===== config.mk =====
export PLATFORM = sky130hd
export DESIGN_NAME = bihp_host_port
export DESIGN_NICKNAME = d
export VERILOG_FILES = /design/src/bihp_pkg.sv /design/src/bihp_sync.sv /design/src/bihp_fifo.sv /design/src/bihp_host_port.sv
export SDC_FILE = /design/constraint.sdc
export NUM_CORES = 2
export LEC_CHECK = 0
export BUFFER_PORTS_ARGS = -buffer_cell sky130_fd_sc_hd__buf_2
export CORE_MARGIN = 2
export CORE_UTILIZATION = 39
export DETAILED_ROUTE_END_ITERATION = 16
export HOLD_SLACK_MARGIN = 0.1
export PLACE_DENSITY = 0.59
export SKIP_CTS_REPAIR_TIMING = 1
export SYNTH_ARGS = -nofsm -noshare
export SYNTH_HDL_FRONTEND = slang
export SYNTH_SLANG_ARGS = --single-unit

===== constraint.sdc =====
create_clock -name mclk -period 4.9 [get_ports mclk]
set_input_delay 0.735 -clock mclk [delete_from_list [all_inputs] [get_ports mclk]]
set_output_delay 0.735 -clock mclk [all_outputs]
set_load 0.005 [all_outputs]

===== src/bihp_pkg.sv =====
// Shared constants, field layouts and carrier types for the banked IO host port.
// Assumes one 20 MHz clock and a synchronous active-low reset in every user.
package bihp_pkg;

	// -------------------------------------------------------------------------
	// Timing
	// -------------------------------------------------------------------------
	localparam int CLK_NS        = 50;
	localparam int MEM_ACCESS_NS = 100;
	localparam int MEM_CYCLES    = (MEM_ACCESS_NS + CLK_NS - 1) / CLK_NS;
	localparam logic [2:0] MEM_WR_LOAD = 3'(MEM_CYCLES - 1);
	localparam logic [2:0] MEM_RD_LOAD = 3'(MEM_CYCLES + 1);

	// -------------------------------------------------------------------------
	// Register offsets within a bank
	// -------------------------------------------------------------------------
	localparam logic [3:0] OFS_CMD          = 4'h0;
	localparam logic [3:0] OFS_IO_WINDOW    = 4'h3;
	localparam logic [3:0] OFS_STEPPING     = 4'ha;
	localparam logic [3:0] OFS_RX_NORES     = 4'hb;
	localparam logic [3:0] OFS_HOST_ADDR_LO = 4'hc;
	localparam logic [3:0] OFS_HOST_ADDR_HI = 4'hd;
	localparam logic [3:0] OFS_MEM_PORT_LO  = 4'he;
	localparam logic [3:0] OFS_MEM_PORT_HI  = 4'hf;

	// -------------------------------------------------------------------------
	// Banks and command field
	// -------------------------------------------------------------------------
	localparam logic [1:0] BANK0           = 2'b00;
	localparam logic [1:0] BANK1           = 2'b01;
	localparam logic [1:0] BANK2           = 2'b10;
	localparam logic [1:0] BANK_NONE       = 2'b11;
	localparam logic [4:0] CMD_SWITCH_BANK = 5'h00;
	localparam int         NUM_REGS        = 48;
	localparam logic [5:0] IDX_IO_WINDOW   = {BANK1, OFS_IO_WINDOW};

	// -------------------------------------------------------------------------
	// Values after reset, host address step and stepping code
	// -------------------------------------------------------------------------
	localparam logic [5:0]  RST_IO_WINDOW = 6'h30;
	localparam logic [15:0] RST_HOST_ADDR = 16'h0000;
	localparam logic [15:0] HADDR_STEP    = 16'h0002;
	localparam logic [2:0]  STEPPING_CODE = 3'h1;

	// Readable bits per register, register 15 in the top byte
	localparam logic [127:0] B0_READ_MASK = {16{8'hff}};
	localparam logic [127:0] B1_READ_MASK = {8'h00, 8'h00, 8'h04, 8'hff, 8'hff, 8'hff,
		8'hff, 8'hff, 8'hff, 8'hff, 8'h00, 8'h00, 8'h3f, 8'hff, 8'h82, 8'hff};
	localparam logic [127:0] B2_READ_MASK = {8'h00, 8'h00, 8'hff, 8'h00, 8'hff, 8'h1f,
		8'hff, 8'hff, 8'hff, 8'hff, 8'hff, 8'hff, 8'hff, 8'hff, 8'he1, 8'hff};

	// -------------------------------------------------------------------------
	// Carriers and states
	// -------------------------------------------------------------------------
	typedef struct packed {
		logic        aen;
		logic        iorn;
		logic        iown;
		logic [9:0]  sa;
		logic [15:0] sd;
	} bihp_isa_t;

	localparam bihp_isa_t ISA_IDLE = '{aen: 1'b1, iorn: 1'b1, iown: 1'b1,
		sa: 10'h000, sd: 16'h0000};

	typedef struct packed {
		logic [15:0] addr;
		logic [15:0] data;
	} bihp_mem_wr_t;

	typedef enum logic [4:0] {
		H_IDLE = 5'b00001,
		H_RD   = 5'b00010,
		H_WR   = 5'b00100,
		H_MWR  = 5'b01000,
		H_MRD  = 5'b10000
	} bihp_host_state_t;

	typedef enum logic [2:0] {
		M_IDLE = 3'b001,
		M_WR   = 3'b010,
		M_RD   = 3'b100
	} bihp_mem_state_t;

endpackage : bihp_pkg


===== src/bihp_sync.sv =====
// Two-stage synchroniser for a group of pin inputs.
// Assumes the group is quasi-static around the events that the user samples.
`timescale 1ns/10ps
module bihp_sync #(
	parameter int             W       = 1,
	parameter logic [W-1:0]   RST_VAL = '0
) (
	// Clock and reset
	input  wire logic         mclk,
	input  wire logic         resetn,
	// Data
	input  wire logic [W-1:0] d,
	output logic      [W-1:0] q
);

	logic [W-1:0] stage1;

	always_ff @(posedge mclk) begin
		if (!resetn) begin
			stage1 <= RST_VAL;
			q      <= RST_VAL;
		end else begin
			stage1 <= d;
			q      <= stage1;
		end
	end

endmodule : bihp_sync


===== src/bihp_fifo.sv =====
// Parameterised FIFO with valid and ready on both sides.
// Assumes one clock; full and empty are exact, no bypass path.
`timescale 1ns/10ps
module bihp_fifo #(
	parameter int W     = 32,
	parameter int DEPTH = 32
) (
	// Clock and reset
	input  wire logic         mclk,
	input  wire logic         resetn,
	// Fill side
	input  wire logic         in_valid,
	output logic              in_ready,
	input  wire logic [W-1:0] in_data,
	// Drain side
	output logic              out_valid,
	input  wire logic         out_ready,
	output logic      [W-1:0] out_data
);

	localparam int AW = $clog2(DEPTH);

	logic [W-1:0] mem [DEPTH];
	logic [AW-1:0] wr_ptr;
	logic [AW-1:0] rd_ptr;
	logic [AW:0]   count;
	logic          push;
	logic          pop;

	assign in_ready  = (count != (AW+1)'(DEPTH));
	assign out_valid = (count != '0);
	assign push      = in_valid && in_ready;
	assign pop       = out_valid && out_ready;
	assign out_data  = mem[rd_ptr];

	always_ff @(posedge mclk) begin
		if (push) begin
			mem[wr_ptr] <= in_data;
		end
	end

	always_ff @(posedge mclk) begin
		if (!resetn) begin
			wr_ptr <= '0;
			rd_ptr <= '0;
			count  <= '0;
		end else begin
			if (push) begin
				wr_ptr <= (wr_ptr == AW'(DEPTH - 1)) ? '0 : wr_ptr + 1'b1;
			end
			if (pop) begin
				rd_ptr <= (rd_ptr == AW'(DEPTH - 1)) ? '0 : rd_ptr + 1'b1;
			end
			if (push && !pop) begin
				count <= count + 1'b1;
			end else if (pop && !push) begin
				count <= count - 1'b1;
			end
		end
	end

endmodule : bihp_fifo


===== src/bihp_host_port.sv =====
// Banked IO host port: relocatable 16-address register window, three banks,
// shared command register and an auto-incrementing local memory port.
// Assumes ISA IO strobes and address arrive asynchronously on pins, and that
// the local memory arbiter grants access through mem_grant.
//
// How it works
// - Sixteen consecutive IO addresses select registers
// - Window base anywhere in 1 KB IO space
// - Active bank holds until host switches it
// - Bank switch written via register zero, any bank
// - Command register identical at offset zero everywhere
// - Whole local memory behind one 16-bit port
// - Device decodes, handshakes and drives memory signals
// - Address advances after each memory write
// - Address advances after each memory read
// - Same port address, only internal address moves
// - Field 00/01/10 selects bank 0/1/2
// - Bank field used only with switch command
// - Reset makes bank zero active
// - Command read returns the active bank
`timescale 1ns/10ps
module bihp_host_port #(
	parameter int FIFO_DEPTH = 32
) (
	// Clock and reset
	input  wire logic        mclk,
	input  wire logic        resetn,
	// ISA IO cycle pins
	input  wire logic [9:0]  sa,
	input  wire logic        aen,
	input  wire logic        iorn,
	input  wire logic        iown,
	input  wire logic [15:0] sd_in,
	output logic      [15:0] sd_out,
	output logic             sd_oe,
	output logic             io_ready,
	// Local memory
	input  wire logic        mem_grant,
	output logic      [15:0] mem_addr,
	input  wire logic [15:0] mem_d_in,
	output logic      [15:0] mem_d_out,
	output logic             mem_d_oe,
	output logic             mem_csn,
	output logic             mem_oen,
	output logic             mem_wen,
	// Device side
	input  wire logic [7:0]  rx_nores_count,
	output logic             cmd_strobe,
	output logic      [7:0]  cmd_code,
	output logic      [1:0]  active_bank,
	output logic      [5:0]  io_window
);

	// -------------------------------------------------------------------------
	// Pin synchronisers
	// -------------------------------------------------------------------------
	bihp_pkg::bihp_isa_t isa_raw;
	bihp_pkg::bihp_isa_t s_isa;
	logic [15:0]         s_mem_d;

	assign isa_raw = '{aen: aen, iorn: iorn, iown: iown, sa: sa, sd: sd_in};

	bihp_sync #(
		.W       ($bits(bihp_pkg::bihp_isa_t)),
		.RST_VAL (bihp_pkg::ISA_IDLE)
	) u_isa_sync (
		.mclk   (mclk),
		.resetn (resetn),
		.d      (isa_raw),
		.q      (s_isa)
	);

	// Memory data is a pin too; its two stages are folded into the read wait
	bihp_sync #(
		.W       (16),
		.RST_VAL (16'h0000)
	) u_mem_sync (
		.mclk   (mclk),
		.resetn (resetn),
		.d      (mem_d_in),
		.q      (s_mem_d)
	);

	// -------------------------------------------------------------------------
	// Strobe edges and window decode
	// -------------------------------------------------------------------------
	logic       prev_iorn;
	logic       prev_iown;
	logic       rd_fall;
	logic       rd_rise;
	logic       wr_fall;
	logic       wr_rise;
	logic       sel;
	logic [3:0] ofs;

	always_ff @(posedge mclk) begin
		if (!resetn) begin
			prev_iorn <= 1'b1;
			prev_iown <= 1'b1;
		end else begin
			prev_iorn <= s_isa.iorn;
			prev_iown <= s_isa.iown;
		end
	end

	assign rd_fall = prev_iorn && !s_isa.iorn;
	assign rd_rise = !prev_iorn && s_isa.iorn;
	assign wr_fall = prev_iown && !s_isa.iown;
	assign wr_rise = !prev_iown && s_isa.iown;
	assign ofs     = s_isa.sa[3:0];
	// DMA cycles (aen high) never hit the window
	assign sel     = !s_isa.aen && (s_isa.sa[9:4] == io_window);

	// -------------------------------------------------------------------------
	// Host cycle sequencer
	// -------------------------------------------------------------------------
	bihp_pkg::bihp_host_state_t hstate;
	logic [3:0]                 cyc_ofs;
	logic [1:0]                 cyc_bank;
	logic                       cyc_mem;
	logic [15:0]                wdata;
	logic                       fifo_in_valid;
	logic                       fifo_in_ready;
	logic                       fifo_push;
	logic                       reg_wr;
	logic                       rd_done;
	logic [15:0]                rd_data;
	logic [1:0]                 bank;
	logic [15:0]                haddr;

	assign cyc_mem = (cyc_bank == bihp_pkg::BANK0) &&
		((cyc_ofs == bihp_pkg::OFS_MEM_PORT_LO) || (cyc_ofs == bihp_pkg::OFS_MEM_PORT_HI));

	always_ff @(posedge mclk) begin
		if (!resetn) begin
			hstate <= bihp_pkg::H_IDLE;
		end else begin
			case (hstate)
				bihp_pkg::H_IDLE: begin
					if (rd_fall && sel) begin
						hstate <= (bank == bihp_pkg::BANK0 &&
							ofs[3:1] == bihp_pkg::OFS_MEM_PORT_LO[3:1]) ?
							bihp_pkg::H_MRD : bihp_pkg::H_RD;
					end else if (wr_fall && sel) begin
						hstate <= bihp_pkg::H_WR;
					end
				end
				bihp_pkg::H_RD: begin
					if (rd_rise) begin
						hstate <= bihp_pkg::H_IDLE;
					end
				end
				bihp_pkg::H_MRD: begin
					if (rd_done) begin
						hstate <= bihp_pkg::H_RD;
					end
				end
				bihp_pkg::H_WR: begin
					if (wr_rise) begin
						hstate <= (cyc_mem && !fifo_in_ready) ?
							bihp_pkg::H_MWR : bihp_pkg::H_IDLE;
					end
				end
				bihp_pkg::H_MWR: begin
					if (fifo_in_ready) begin
						hstate <= bihp_pkg::H_IDLE;
					end
				end
				default: begin
					hstate <= bihp_pkg::H_IDLE;
				end
			endcase
		end
	end

	// Offset and bank are frozen for the whole cycle
	always_ff @(posedge mclk) begin
		if (!resetn) begin
			cyc_ofs  <= 4'h0;
			cyc_bank <= bihp_pkg::BANK0;
		end else if (hstate == bihp_pkg::H_IDLE && (rd_fall || wr_fall) && sel) begin
			cyc_ofs  <= ofs;
			cyc_bank <= bank;
		end
	end

	// Data sampled while the write strobe is low, used once it rises
	always_ff @(posedge mclk) begin
		if (!resetn) begin
			wdata <= 16'h0000;
		end else if (hstate == bihp_pkg::H_WR && !s_isa.iown) begin
			wdata <= s_isa.sd;
		end
	end

	assign reg_wr        = (hstate == bihp_pkg::H_WR) && wr_rise && !cyc_mem;
	assign fifo_in_valid = cyc_mem &&
		(((hstate == bihp_pkg::H_WR) && wr_rise) || (hstate == bihp_pkg::H_MWR));
	assign fifo_push     = fifo_in_valid && fifo_in_ready;
	// A full buffer or a pending memory read stretches the host cycle
	assign io_ready = (hstate != bihp_pkg::H_MRD) && (hstate != bihp_pkg::H_MWR) &&
		!((hstate == bihp_pkg::H_WR) && cyc_mem && !fifo_in_ready);

	// -------------------------------------------------------------------------
	// Register file
	// -------------------------------------------------------------------------
	logic [7:0] store [bihp_pkg::NUM_REGS];
	logic [4:0] cmd_opcode;
	logic [7:0] reg_rdata;
	logic [7:0] rmask;
	logic [5:0] widx;
	logic       cmd_wr;
	logic [1:0] wr_ptr_field;

	assign widx         = {cyc_bank, cyc_ofs};
	assign cmd_wr       = reg_wr && (cyc_ofs == bihp_pkg::OFS_CMD);
	assign wr_ptr_field = wdata[7:6];
	assign io_window    = store[bihp_pkg::IDX_IO_WINDOW][5:0];
	assign active_bank  = bank;

	always_ff @(posedge mclk) begin
		if (!resetn) begin
			for (int i = 0; i < bihp_pkg::NUM_REGS; i++) begin
				store[i] <= (i == int'(bihp_pkg::IDX_IO_WINDOW)) ?
					{2'b00, bihp_pkg::RST_IO_WINDOW} : 8'h00;
			end
		end else if (reg_wr && cyc_ofs != bihp_pkg::OFS_CMD) begin
			store[widx] <= wdata[7:0];
		end
	end

	// Reserved field codes leave the bank where it is
	always_ff @(posedge mclk) begin
		if (!resetn) begin
			bank <= bihp_pkg::BANK0;
		end else if (cmd_wr && wdata[4:0] == bihp_pkg::CMD_SWITCH_BANK &&
				wr_ptr_field != bihp_pkg::BANK_NONE) begin
			bank <= wr_ptr_field;
		end
	end

	always_ff @(posedge mclk) begin
		if (!resetn) begin
			cmd_opcode <= 5'h00;
			cmd_strobe <= 1'b0;
			cmd_code   <= 8'h00;
		end else begin
			cmd_strobe <= cmd_wr;
			if (cmd_wr) begin
				cmd_opcode <= wdata[4:0];
				cmd_code   <= wdata[7:0];
			end
		end
	end

	always_comb begin
		if (bank == bihp_pkg::BANK1) begin
			rmask = bihp_pkg::B1_READ_MASK[ofs*8 +: 8];
		end else if (bank == bihp_pkg::BANK2) begin
			rmask = bihp_pkg::B2_READ_MASK[ofs*8 +: 8];
		end else begin
			rmask = bihp_pkg::B0_READ_MASK[ofs*8 +: 8];
		end
	end

	always_comb begin
		if (ofs == bihp_pkg::OFS_CMD) begin
			reg_rdata = {bank, 1'b0, cmd_opcode};
		end else if (bank == bihp_pkg::BANK0 && ofs == bihp_pkg::OFS_HOST_ADDR_LO) begin
			reg_rdata = haddr[7:0];
		end else if (bank == bihp_pkg::BANK0 && ofs == bihp_pkg::OFS_HOST_ADDR_HI) begin
			reg_rdata = haddr[15:8];
		end else if (bank == bihp_pkg::BANK2 && ofs == bihp_pkg::OFS_RX_NORES) begin
			reg_rdata = rx_nores_count;
		end else if (bank == bihp_pkg::BANK2 && ofs == bihp_pkg::OFS_STEPPING) begin
			reg_rdata = {bihp_pkg::STEPPING_CODE, store[{bank, ofs}][4:0] & rmask[4:0]};
		end else begin
			reg_rdata = store[{bank, ofs}] & rmask;
		end
	end

	// -------------------------------------------------------------------------
	// Host address register
	// -------------------------------------------------------------------------
	always_ff @(posedge mclk) begin
		if (!resetn) begin
			haddr <= bihp_pkg::RST_HOST_ADDR;
		end else if (fifo_push || rd_done) begin
			haddr <= haddr + bihp_pkg::HADDR_STEP;
		end else if (reg_wr && cyc_bank == bihp_pkg::BANK0 &&
				cyc_ofs == bihp_pkg::OFS_HOST_ADDR_LO) begin
			haddr[7:0] <= wdata[7:0];
		end else if (reg_wr && cyc_bank == bihp_pkg::BANK0 &&
				cyc_ofs == bihp_pkg::OFS_HOST_ADDR_HI) begin
			haddr[15:8] <= wdata[7:0];
		end
	end

	// -------------------------------------------------------------------------
	// Host read data
	// -------------------------------------------------------------------------
	// Drive releases two to three cycles after the strobe rises at the pin
	assign sd_oe = (hstate == bihp_pkg::H_RD);

	always_ff @(posedge mclk) begin
		if (!resetn) begin
			sd_out <= 16'h0000;
		end else if (hstate == bihp_pkg::H_IDLE && rd_fall && sel) begin
			sd_out <= {8'h00, reg_rdata};
		end else if (rd_done) begin
			sd_out <= rd_data;
		end
	end

	// -------------------------------------------------------------------------
	// Posted write buffer
	// -------------------------------------------------------------------------
	bihp_pkg::bihp_mem_wr_t fifo_in;
	bihp_pkg::bihp_mem_wr_t fifo_out;
	logic                   fifo_out_valid;
	logic                   fifo_out_ready;

	assign fifo_in = '{addr: haddr, data: wdata};

	bihp_fifo #(
		.W     ($bits(bihp_pkg::bihp_mem_wr_t)),
		.DEPTH (FIFO_DEPTH)
	) u_wr_fifo (
		.mclk      (mclk),
		.resetn    (resetn),
		.in_valid  (fifo_in_valid),
		.in_ready  (fifo_in_ready),
		.in_data   (fifo_in),
		.out_valid (fifo_out_valid),
		.out_ready (fifo_out_ready),
		.out_data  (fifo_out)
	);

	// -------------------------------------------------------------------------
	// Local memory sequencer
	// -------------------------------------------------------------------------
	bihp_pkg::bihp_mem_state_t mstate;
	logic [2:0]                mcnt;
	logic                      rd_req;
	logic                      rd_go;

	assign rd_req         = (hstate == bihp_pkg::H_MRD);
	// Reads wait for posted writes so data never overtakes them
	assign fifo_out_ready = (mstate == bihp_pkg::M_IDLE) && mem_grant;
	// The cycle that finishes a read still shows H_MRD; it must not launch a second read
	assign rd_go          = fifo_out_ready && !fifo_out_valid && rd_req && !rd_done;

	always_ff @(posedge mclk) begin
		if (!resetn) begin
			mstate    <= bihp_pkg::M_IDLE;
			mcnt      <= 3'h0;
			mem_addr  <= 16'h0000;
			mem_d_out <= 16'h0000;
			mem_d_oe  <= 1'b0;
			mem_csn   <= 1'b1;
			mem_oen   <= 1'b1;
			mem_wen   <= 1'b1;
			rd_done   <= 1'b0;
			rd_data   <= 16'h0000;
		end else begin
			rd_done <= 1'b0;
			case (mstate)
				bihp_pkg::M_IDLE: begin
					if (fifo_out_ready && fifo_out_valid) begin
						mstate    <= bihp_pkg::M_WR;
						mcnt      <= bihp_pkg::MEM_WR_LOAD;
						mem_addr  <= fifo_out.addr;
						mem_d_out <= fifo_out.data;
						mem_d_oe  <= 1'b1;
						mem_csn   <= 1'b0;
						mem_wen   <= 1'b0;
					end else if (rd_go) begin
						mstate   <= bihp_pkg::M_RD;
						mcnt     <= bihp_pkg::MEM_RD_LOAD;
						mem_addr <= haddr;
						mem_csn  <= 1'b0;
						mem_oen  <= 1'b0;
					end
				end
				bihp_pkg::M_WR: begin
					if (mcnt == 3'h0) begin
						mstate   <= bihp_pkg::M_IDLE;
						mem_csn  <= 1'b1;
						mem_wen  <= 1'b1;
						mem_d_oe <= 1'b0;
					end else begin
						mcnt <= mcnt - 3'h1;
					end
				end
				bihp_pkg::M_RD: begin
					if (mcnt == 3'h0) begin
						mstate  <= bihp_pkg::M_IDLE;
						mem_csn <= 1'b1;
						mem_oen <= 1'b1;
						rd_data <= s_mem_d;
						rd_done <= 1'b1;
					end else begin
						mcnt <= mcnt - 3'h1;
					end
				end
				default: begin
					mstate <= bihp_pkg::M_IDLE;
				end
			endcase
		end
	end
endmodule : bihp_host_port


# Word-level counts from Yosys, hierarchy flattened
# Memory sizes are Yosys's and may differ from the RTL's. A register that Yosys moved wholly into a read port is not among the register bits.
# Cells that the tools add are included.
[classes]
n_reduce_logical = 87
shift = 3
n_mux = 59
bitwise = 3
eq_ne = 40
n_addsub = 6
[op_table]
columns = ["cell", "count"]
rows = [
  ["128-bit by 8-bit variable part select with 8-bit output, first input constant", 3],
  ["8-bit two-way mux", 13],
  ["5-bit two-way mux", 11],
  ["16-bit two-way mux", 3],
  ["1-bit logical AND", 41],
  ["4-bit == test, second input constant", 8],
  ["5-bit case mux with 5 select lines", 1],
  ["2-bit inequality test, second input constant", 10],
  ["3-bit two-way mux", 6],
  ["6-bit two-way mux", 3],
  ["16-bit by 2-bit adder with 16-bit output, second input constant", 1],
  ["2-bit nonzero test", 8],
  ["5-bit == test, second input constant", 3],
  ["1-bit two-way mux", 15],
  ["1-bit zero test", 12],
  ["3-bit case mux with 2 select lines", 2],
  ["2-bit AND reduction", 6],
  ["5-bit by 1-bit adder with 5-bit output, second input constant", 2],
  ["3-bit AND reduction", 3],
  ["8-bit AND", 1],
  ["4-bit zero test", 2],
  ["1-bit case mux with 2 select lines", 4],
  ["8-bit OR reduction", 1],
  ["6-bit by 1-bit adder with 6-bit output, second input constant", 1],
  ["30 further kinds", 38],
]
[totals]
input_bits = 56
out_inout_bits = 71
n_memories = 2
ram_bits = 1408
elab_cells = 231
regBits = 242
[mem_list]
columns = ["name", "depth", "word_bits", "read_ports", "rd_ports_with_merged_regs", "wr", "line", "source"]
rows = [
  ["u_wr_fifo.mem", 32, 32, 1, 1, 1, "bihp_fifo.sv:23", "logic [W-1:0] mem [DEPTH];"],
  ["store", 48, 8, 2, 0, 48, "bihp_host_port.sv:207", "logic [7:0] store [bihp_pkg::NUM_REGS];"],
]

# Logic depth before layout (Yosys ltp)
[depth]
word_depth = 11
depth_mapped = 15
mapped_depth_nobuf = 13

# Hierarchy
# A second synthesis with hierarchy kept.
[hier_totals]
cells_unflattened = 4426
area_unflattened_um2 = 71760.1
[by_module_without_submodules]
columns = ["module", "seq_area_each_um2", "cells_each", "n_inst", "area_each_um2"]
rows = [
  ["bihp_fifo", 31169.9, 2044, 1, 40403.8],
  ["bihp_host_port", 17997.3, 2193, 1, 28891.5],
  ["bihp_sync at u_isa_sync", 1161.1, 122, 1, 1569.0],
  ["bihp_sync at u_mem_sync", 640.6, 67, 1, 895.9],
]

# Worst setup path before layout
# Ideal clock, no wire load.
[synth_timing]
path_type = "flip-flop to flip-flop"
from = "register hstate[4]"
to = "memory u_wr_fifo.mem[13][0] (enable)"
setup_slack_ns = 1.409
n_path_buf = 1
arrival_time_ns = 3.069
period_less_slack_ns = 3.491
path_stages_with_launch = 8
t_required_ns = 4.479
setup_ns = 0.421
path_cell_list = "dfxtp_1 -> nor4_2 -> nand3_1 -> a211o_2 -> inv_4 -> buf_2 -> nand2_1 -> nor2_1"
[synth_between]
elab_chain_cells = 7
word_cells_on_any_way = 8
classes_between = "eq/ne: 2; mux: 2; reduce/logical: 4"
[synth_rtl]
columns = ["element", "line", "source"]
rows = [
  ["from (decl)", "bihp_host_port.sv:117", "bihp_pkg::bihp_host_state_t hstate;"],
  ["from (signal assigned)", "bihp_host_port.sv:136", "hstate <= bihp_pkg::H_IDLE;"],
  ["from (signal assigned)", "bihp_host_port.sv:141", "hstate <= (bank == bihp_pkg::BANK0 &&"],
  ["from (signal assigned)", "bihp_host_port.sv:145", "hstate <= bihp_pkg::H_WR;"],
  ["5-bit by 3-bit == test with 1-bit output", "bihp_host_port.sv:198", "(((hstate == bihp_pkg::H_WR) && wr_rise) || (hstate == bihp_pkg::H_MWR));"],
  ["1-bit logical AND", "bihp_host_port.sv:198", ""],
  ["1-bit logical OR *", "bihp_host_port.sv:198", ""],
  ["1-bit logical AND *", "bihp_host_port.sv:197", "assign fifo_in_valid = cyc_mem &&"],
  ["1-bit logical AND *", "--", ""],
  ["named net fifo_push", "bihp_host_port.sv:124", "logic fifo_push;"],
  ["1-bit two-way mux *", "bihp_fifo.sv:37", "if (push) begin"],
  ["1-bit two-way mux (not written as such) *", "bihp_fifo.sv:38", "mem[wr_ptr] <= in_data;"],
  ["to (decl)", "bihp_fifo.sv:23", ""],
]
# The timed path passes the listed nets; every way through them passes the cells marked *.

# Worst setup path after layout
[layout_timing]
from = "register cyc_ofs[3]"
to = "memory u_wr_fifo.mem[20][1] (enable)"
[layout_between]
elab_chain_cells = 7
word_cells_on_any_way = 8
classes_between = "eq/ne: 2; mux: 2; reduce/logical: 4"
[layout_rtl]
columns = ["element", "line", "source"]
rows = [
  ["from (decl)", "bihp_host_port.sv:118", "logic [3:0] cyc_ofs;"],
  ["from (signal assigned)", "bihp_host_port.sv:182", "cyc_ofs <= ofs;"],
  ["4-bit == test", "bihp_host_port.sv:132", "((cyc_ofs == bihp_pkg::OFS_MEM_PORT_LO) || (cyc_ofs == bihp_pkg::OFS_MEM_PORT_HI));"],
  ["1-bit logical OR *", "bihp_host_port.sv:132", ""],
  ["1-bit logical AND *", "bihp_host_port.sv:131", "assign cyc_mem = (cyc_bank == bihp_pkg::BANK0) &&"],
  ["1-bit logical AND *", "bihp_host_port.sv:197", ""],
  ["1-bit logical AND *", "bihp_fifo.sv:32", "assign push = in_valid && in_ready;"],
  ["1-bit two-way mux *", "bihp_fifo.sv:37", ""],
  ["1-bit two-way mux (not written as such) *", "bihp_fifo.sv:38", ""],
]
# Every way passes the cells marked *; elsewhere a longest branch is shown, timed or not.

==> results.py <==
metrics = {
    "logic_synthesis": {
        "synth_top_family_by_area": "multiplexers",
        "synthTopCellsByCount": "1,536 x edfxtp_1, 435 x and2_1, 389 x mux4_2",
        "synth_edf_count": 1536,
        "ys_seq_area_share_pct": 71.53,
        "synthMuxAreaShare_pct": 15.71,
        "synth.avg_cell_area_um2": 17.76,
        "ys_ff_latch": 1778,
        "async_reset_ff_share_pct": 0,
        "synth_fa_ha_area_share_pct": 0.3441,
        "synth_top_area_share_pct": 64.73,
        "synth_area_leader_cell": "edfxtp_1",
        "netlist_area_mm2": 0.07126,
        "synth_compound_area_share_pct": 3.366,
        "synth_xor_area_share_pct": 0.1352,
        "yosysUniqueCellTypes": 88,
        "synth-simple-area-share_pct": 7.053,
        "synth.most_common_cell": "edfxtp_1",
        "postSynthCellCount": 4012,
        "synth_area_leaders": "edfxtp_1 65%, mux4_2 12%, dfxtp_1 6.8%, and2_1 3.8%, mux2i_1 2.7%",
        "yosysWarnings": 0,
        "ys.flop_type": "edfxtp_1",
    },
    "floorplanning": {
        "die_h_um": 431.5,
        "pin_count": 127,
        "die_w_um": 431.5,
        "core_area_mm2": 0.1811,
        "die_area_mm2": 0.1861,
        "rows": 156,
        "start_util_pct": 39.34,
    },
    "clock_tree": {
        "clk_path_buf_depth": 3,
        "clock_sinks": 1778,
        "cts_buffers": 178,
        "htree_levels": 4,
        "cts_root_buf": "clkbuf_16",
        "cts_tree": "done",
        "clk_pin_slew_ns": 0.06,
        "clk_latency_ns": 0.81,
    },
    "sta": {
        "rsz0062_at_grt": "no",
        "fin_crit_sh_pct": 73.55,
        "hold_viol_final": 0,
        "setup_viol_count_final": 0,
        "fin_crit_ns": 3.604,
        "slew_headroom_pct": 7.120,
        "fin_tns_setup_ns": 0,
        "fin_worst_skew_ns": 0.02834,
        "tightest_slew_ns": 1.383,
        "timing.fmax_mhz": 277.5,
        "final-max-slew-violation-count": 0,
    },
    "routing": {
        "num_vias": 37750,
        "ant_nets": 0,
        "firstDrtPassIters": 7,
        "routed_wl_um": 186100,
        "wl_per_cell_um": 27.38,
        "drc_errors": 0,
        "drtIter0Drc": 4128,
        "routed_via_density": 5.554,
    },
    "setup_path": {
        "worst-endpoint-arrival_ns": 4.10,
        "crit_start": "cyc_ofs[3]",
        "worst-r2r-cell-count": 7,
        "crit_path_end": "u_wr_fifo.mem[20][1]",
        "timing.rr.end": "u_wr_fifo.mem[20][1]",
        "required_ns": 5.39,
        "end_kind": "register",
        "crit_type": "register to register",
        "r2r-start": "cyc_ofs[3]",
        "cp-start-kind": "register",
        "worstPathMaxFanout": 19,
        "rrSetupSlack_ns": 1.30,
    },
    "status": {
        "status": "complete, no violations",
    },
    "global_routing": {
        "grt_pass1_vias": 37220,
        "grt_overflow": 0,
        "grt_pass1_wl_um": 270100,
        "antenna_found_initial": 10,
        "grt_max_degree": 135,
        "grt_util_all_layers_pct": 19.89,
    },
    "power": {
        "power_density_mw_per_mm2": 377.8,
        "max-vdd-ir-drop_mv": 0.2922,
        "p_leak_nw": 26.30,
    },
    "finish": {
        "drive_above_1_share_pct": 23.74,
        "seqCellArea_mm2": 0.05103,
        "syn2layout_area_growth_pct": 14.48,
        "nets": 4342,
        "final_cell_area_mm2": 0.08158,
        "multi_input_area_mm2": 0.01940,
        "fillerInstances": 15570,
    },
    "placement": {
        "place_area_mm2": 0.07556,
        "port_buffers": 126,
        "gp_congestion": 0.9009,
        "dp_hpwl_um": 116400,
    },
    "hold_path": {
        "min-delay-path-class": "primary input to register",
    },
    "run": {
        "cap_violations": 0,
    },
}
flip-flops by register name (all words and copies together), names as in the netlist, 2 cells and up, named ones only:
| name | cells |
|---|---|
| u_isa_sync.q | 29 |
| u_wr_fifo.wr_ptr | 5 |
| cyc_bank | 2 |
| active_bank | 2 |
| cmd_code | 8 |
| cyc_ofs | 4 |
| mem_addr | 16 |
| u_wr_fifo.mem | 1024 |
| store | 512 |
| u_mem_sync.stage1 | 16 |
| u_isa_sync.stage1 | 29 |
| mcnt | 3 |
| mem_d_out | 16 |
| u_mem_sync.q | 16 |
| u_wr_fifo.count | 6 |
| hstate | 5 |
| sd_out | 16 |
| mstate | 3 |
| wdata | 16 |
| rd_data | 16 |
| u_wr_fifo.rd_ptr | 5 |
| haddr | 16 |
critical path, stage by stage (launching register included):
cell	delay (ns)
dfxtp_1	0.53
nor3b_2	0.42
nand3_1	0.13
a211o_2	0.32
inv_4	0.22
nand2_1	0.53
nor2_4	0.84
buf_12	0.26
per-stage QoR:
step	worst slack [ns]	util, %	std cells	power (mW)	hold slack, ns
2_1_floorplan	1.409	-	4059	17.10	0.3863
3_3_place_gp	1.336	41.71	6453	17.32	0.3936
3_5_place_dp	1.313	41.71	6453	17.33	0.3972
4_1_cts	1.283	45.01	6789	31.06	0.05459
5_1_grt	1.133	45.03	6793	31.68	0.1003
6_report	1.296	45.04	6797	30.82	0.1277
cell type report:
class / instances / area share (%)
Antenna cell: 4 / 0.01227
Clock buffer: 244 / 6.203
Clock inverter: 92 / 1.117
Inverter: 24 / 0.1150
Multi-Input combinational cell: 1996 / 23.78
Sequential cell: 1778 / 62.55
Tap cell: 2370 / 3.635
Timing Repair Buffer: 289 / 2.584
cell usage in the layout (no fill, tap or decap), drive strengths merged, types with 6 or more instances in the layout:
cell type,netlist,layout
clkbuf,147,244
nand2b,20,20
a211o,6,6
conb,1,48
nor2b,9,9
nand2,131,131
bufinv,0,12
o22ai,10,10
nor3,29,29
dfxtp,242,242
and3,12,12
a221o,6,6
a22o,7,7
a31oi,13,13
nand3,27,27
inv,22,31
mux2i,193,193
o211ai,8,8
or3,14,14
buf,114,285
ha,18,18
nand3b,13,13
edfxtp,1536,1536
nor4,10,10
a221oi,8,8
xor2,8,8
a211oi,9,9
and2,435,435
a21oi,125,125
o21ai,105,105
nand4,15,15
mux2,26,26
mux4,397,397
clkinv,2,68
a22oi,21,21
nor2,181,181
o221ai,20,20
power breakdown:
part | switching (mW) | internal, mW | leakage (nW)
combinational | 0.331 | 0.210 | 7.04
clock | 5.89 | 7.92 | 2.94
sequential | 0.0668 | 16.4 | 16.3
total | 6.29 | 24.5 | 26.3
worst min-delay path by stage:
stage / from / end / slack [ns] / cells after the start
after floorplan: u_isa_sync.stage1[26] / u_isa_sync.q[26] / 0.39 / 1
after global placement: u_isa_sync.stage1[28] / u_isa_sync.q[28] / 0.39 / 1
after detailed placement: u_isa_sync.stage1[28] / u_isa_sync.q[28] / 0.40 / 1
after CTS: aen / u_isa_sync.stage1[28] / 0.05 / 2
after global routing: sd_in[7] / u_isa_sync.stage1[7] / 0.10 / 2
final: iorn / u_isa_sync.stage1[27] / 0.13 / 2
cells by family (layout without fill, tap and decap cells):
family	Yosys count	in the layout
flip-flops	1778	1778
AO/OA/AOI/OAI	382	382
adder cells (fa/ha/maj)	19	19
multiplexers	616	616
AND/OR/NAND/NOR	920	920
other	1	52
XOR/XNOR	11	11
buffers and inverters	285	649
routing by layer:
metal | global-route usage, % | share of wire (%)
met5 | 0 | 0.0070
met4 | 5.944 | 2.8
met3 | 3.314 | 6.3
met2 | 31.66 | 48
met1 | 28.13 | 43
No activity file was read; power rests on OpenSTA's default activity.
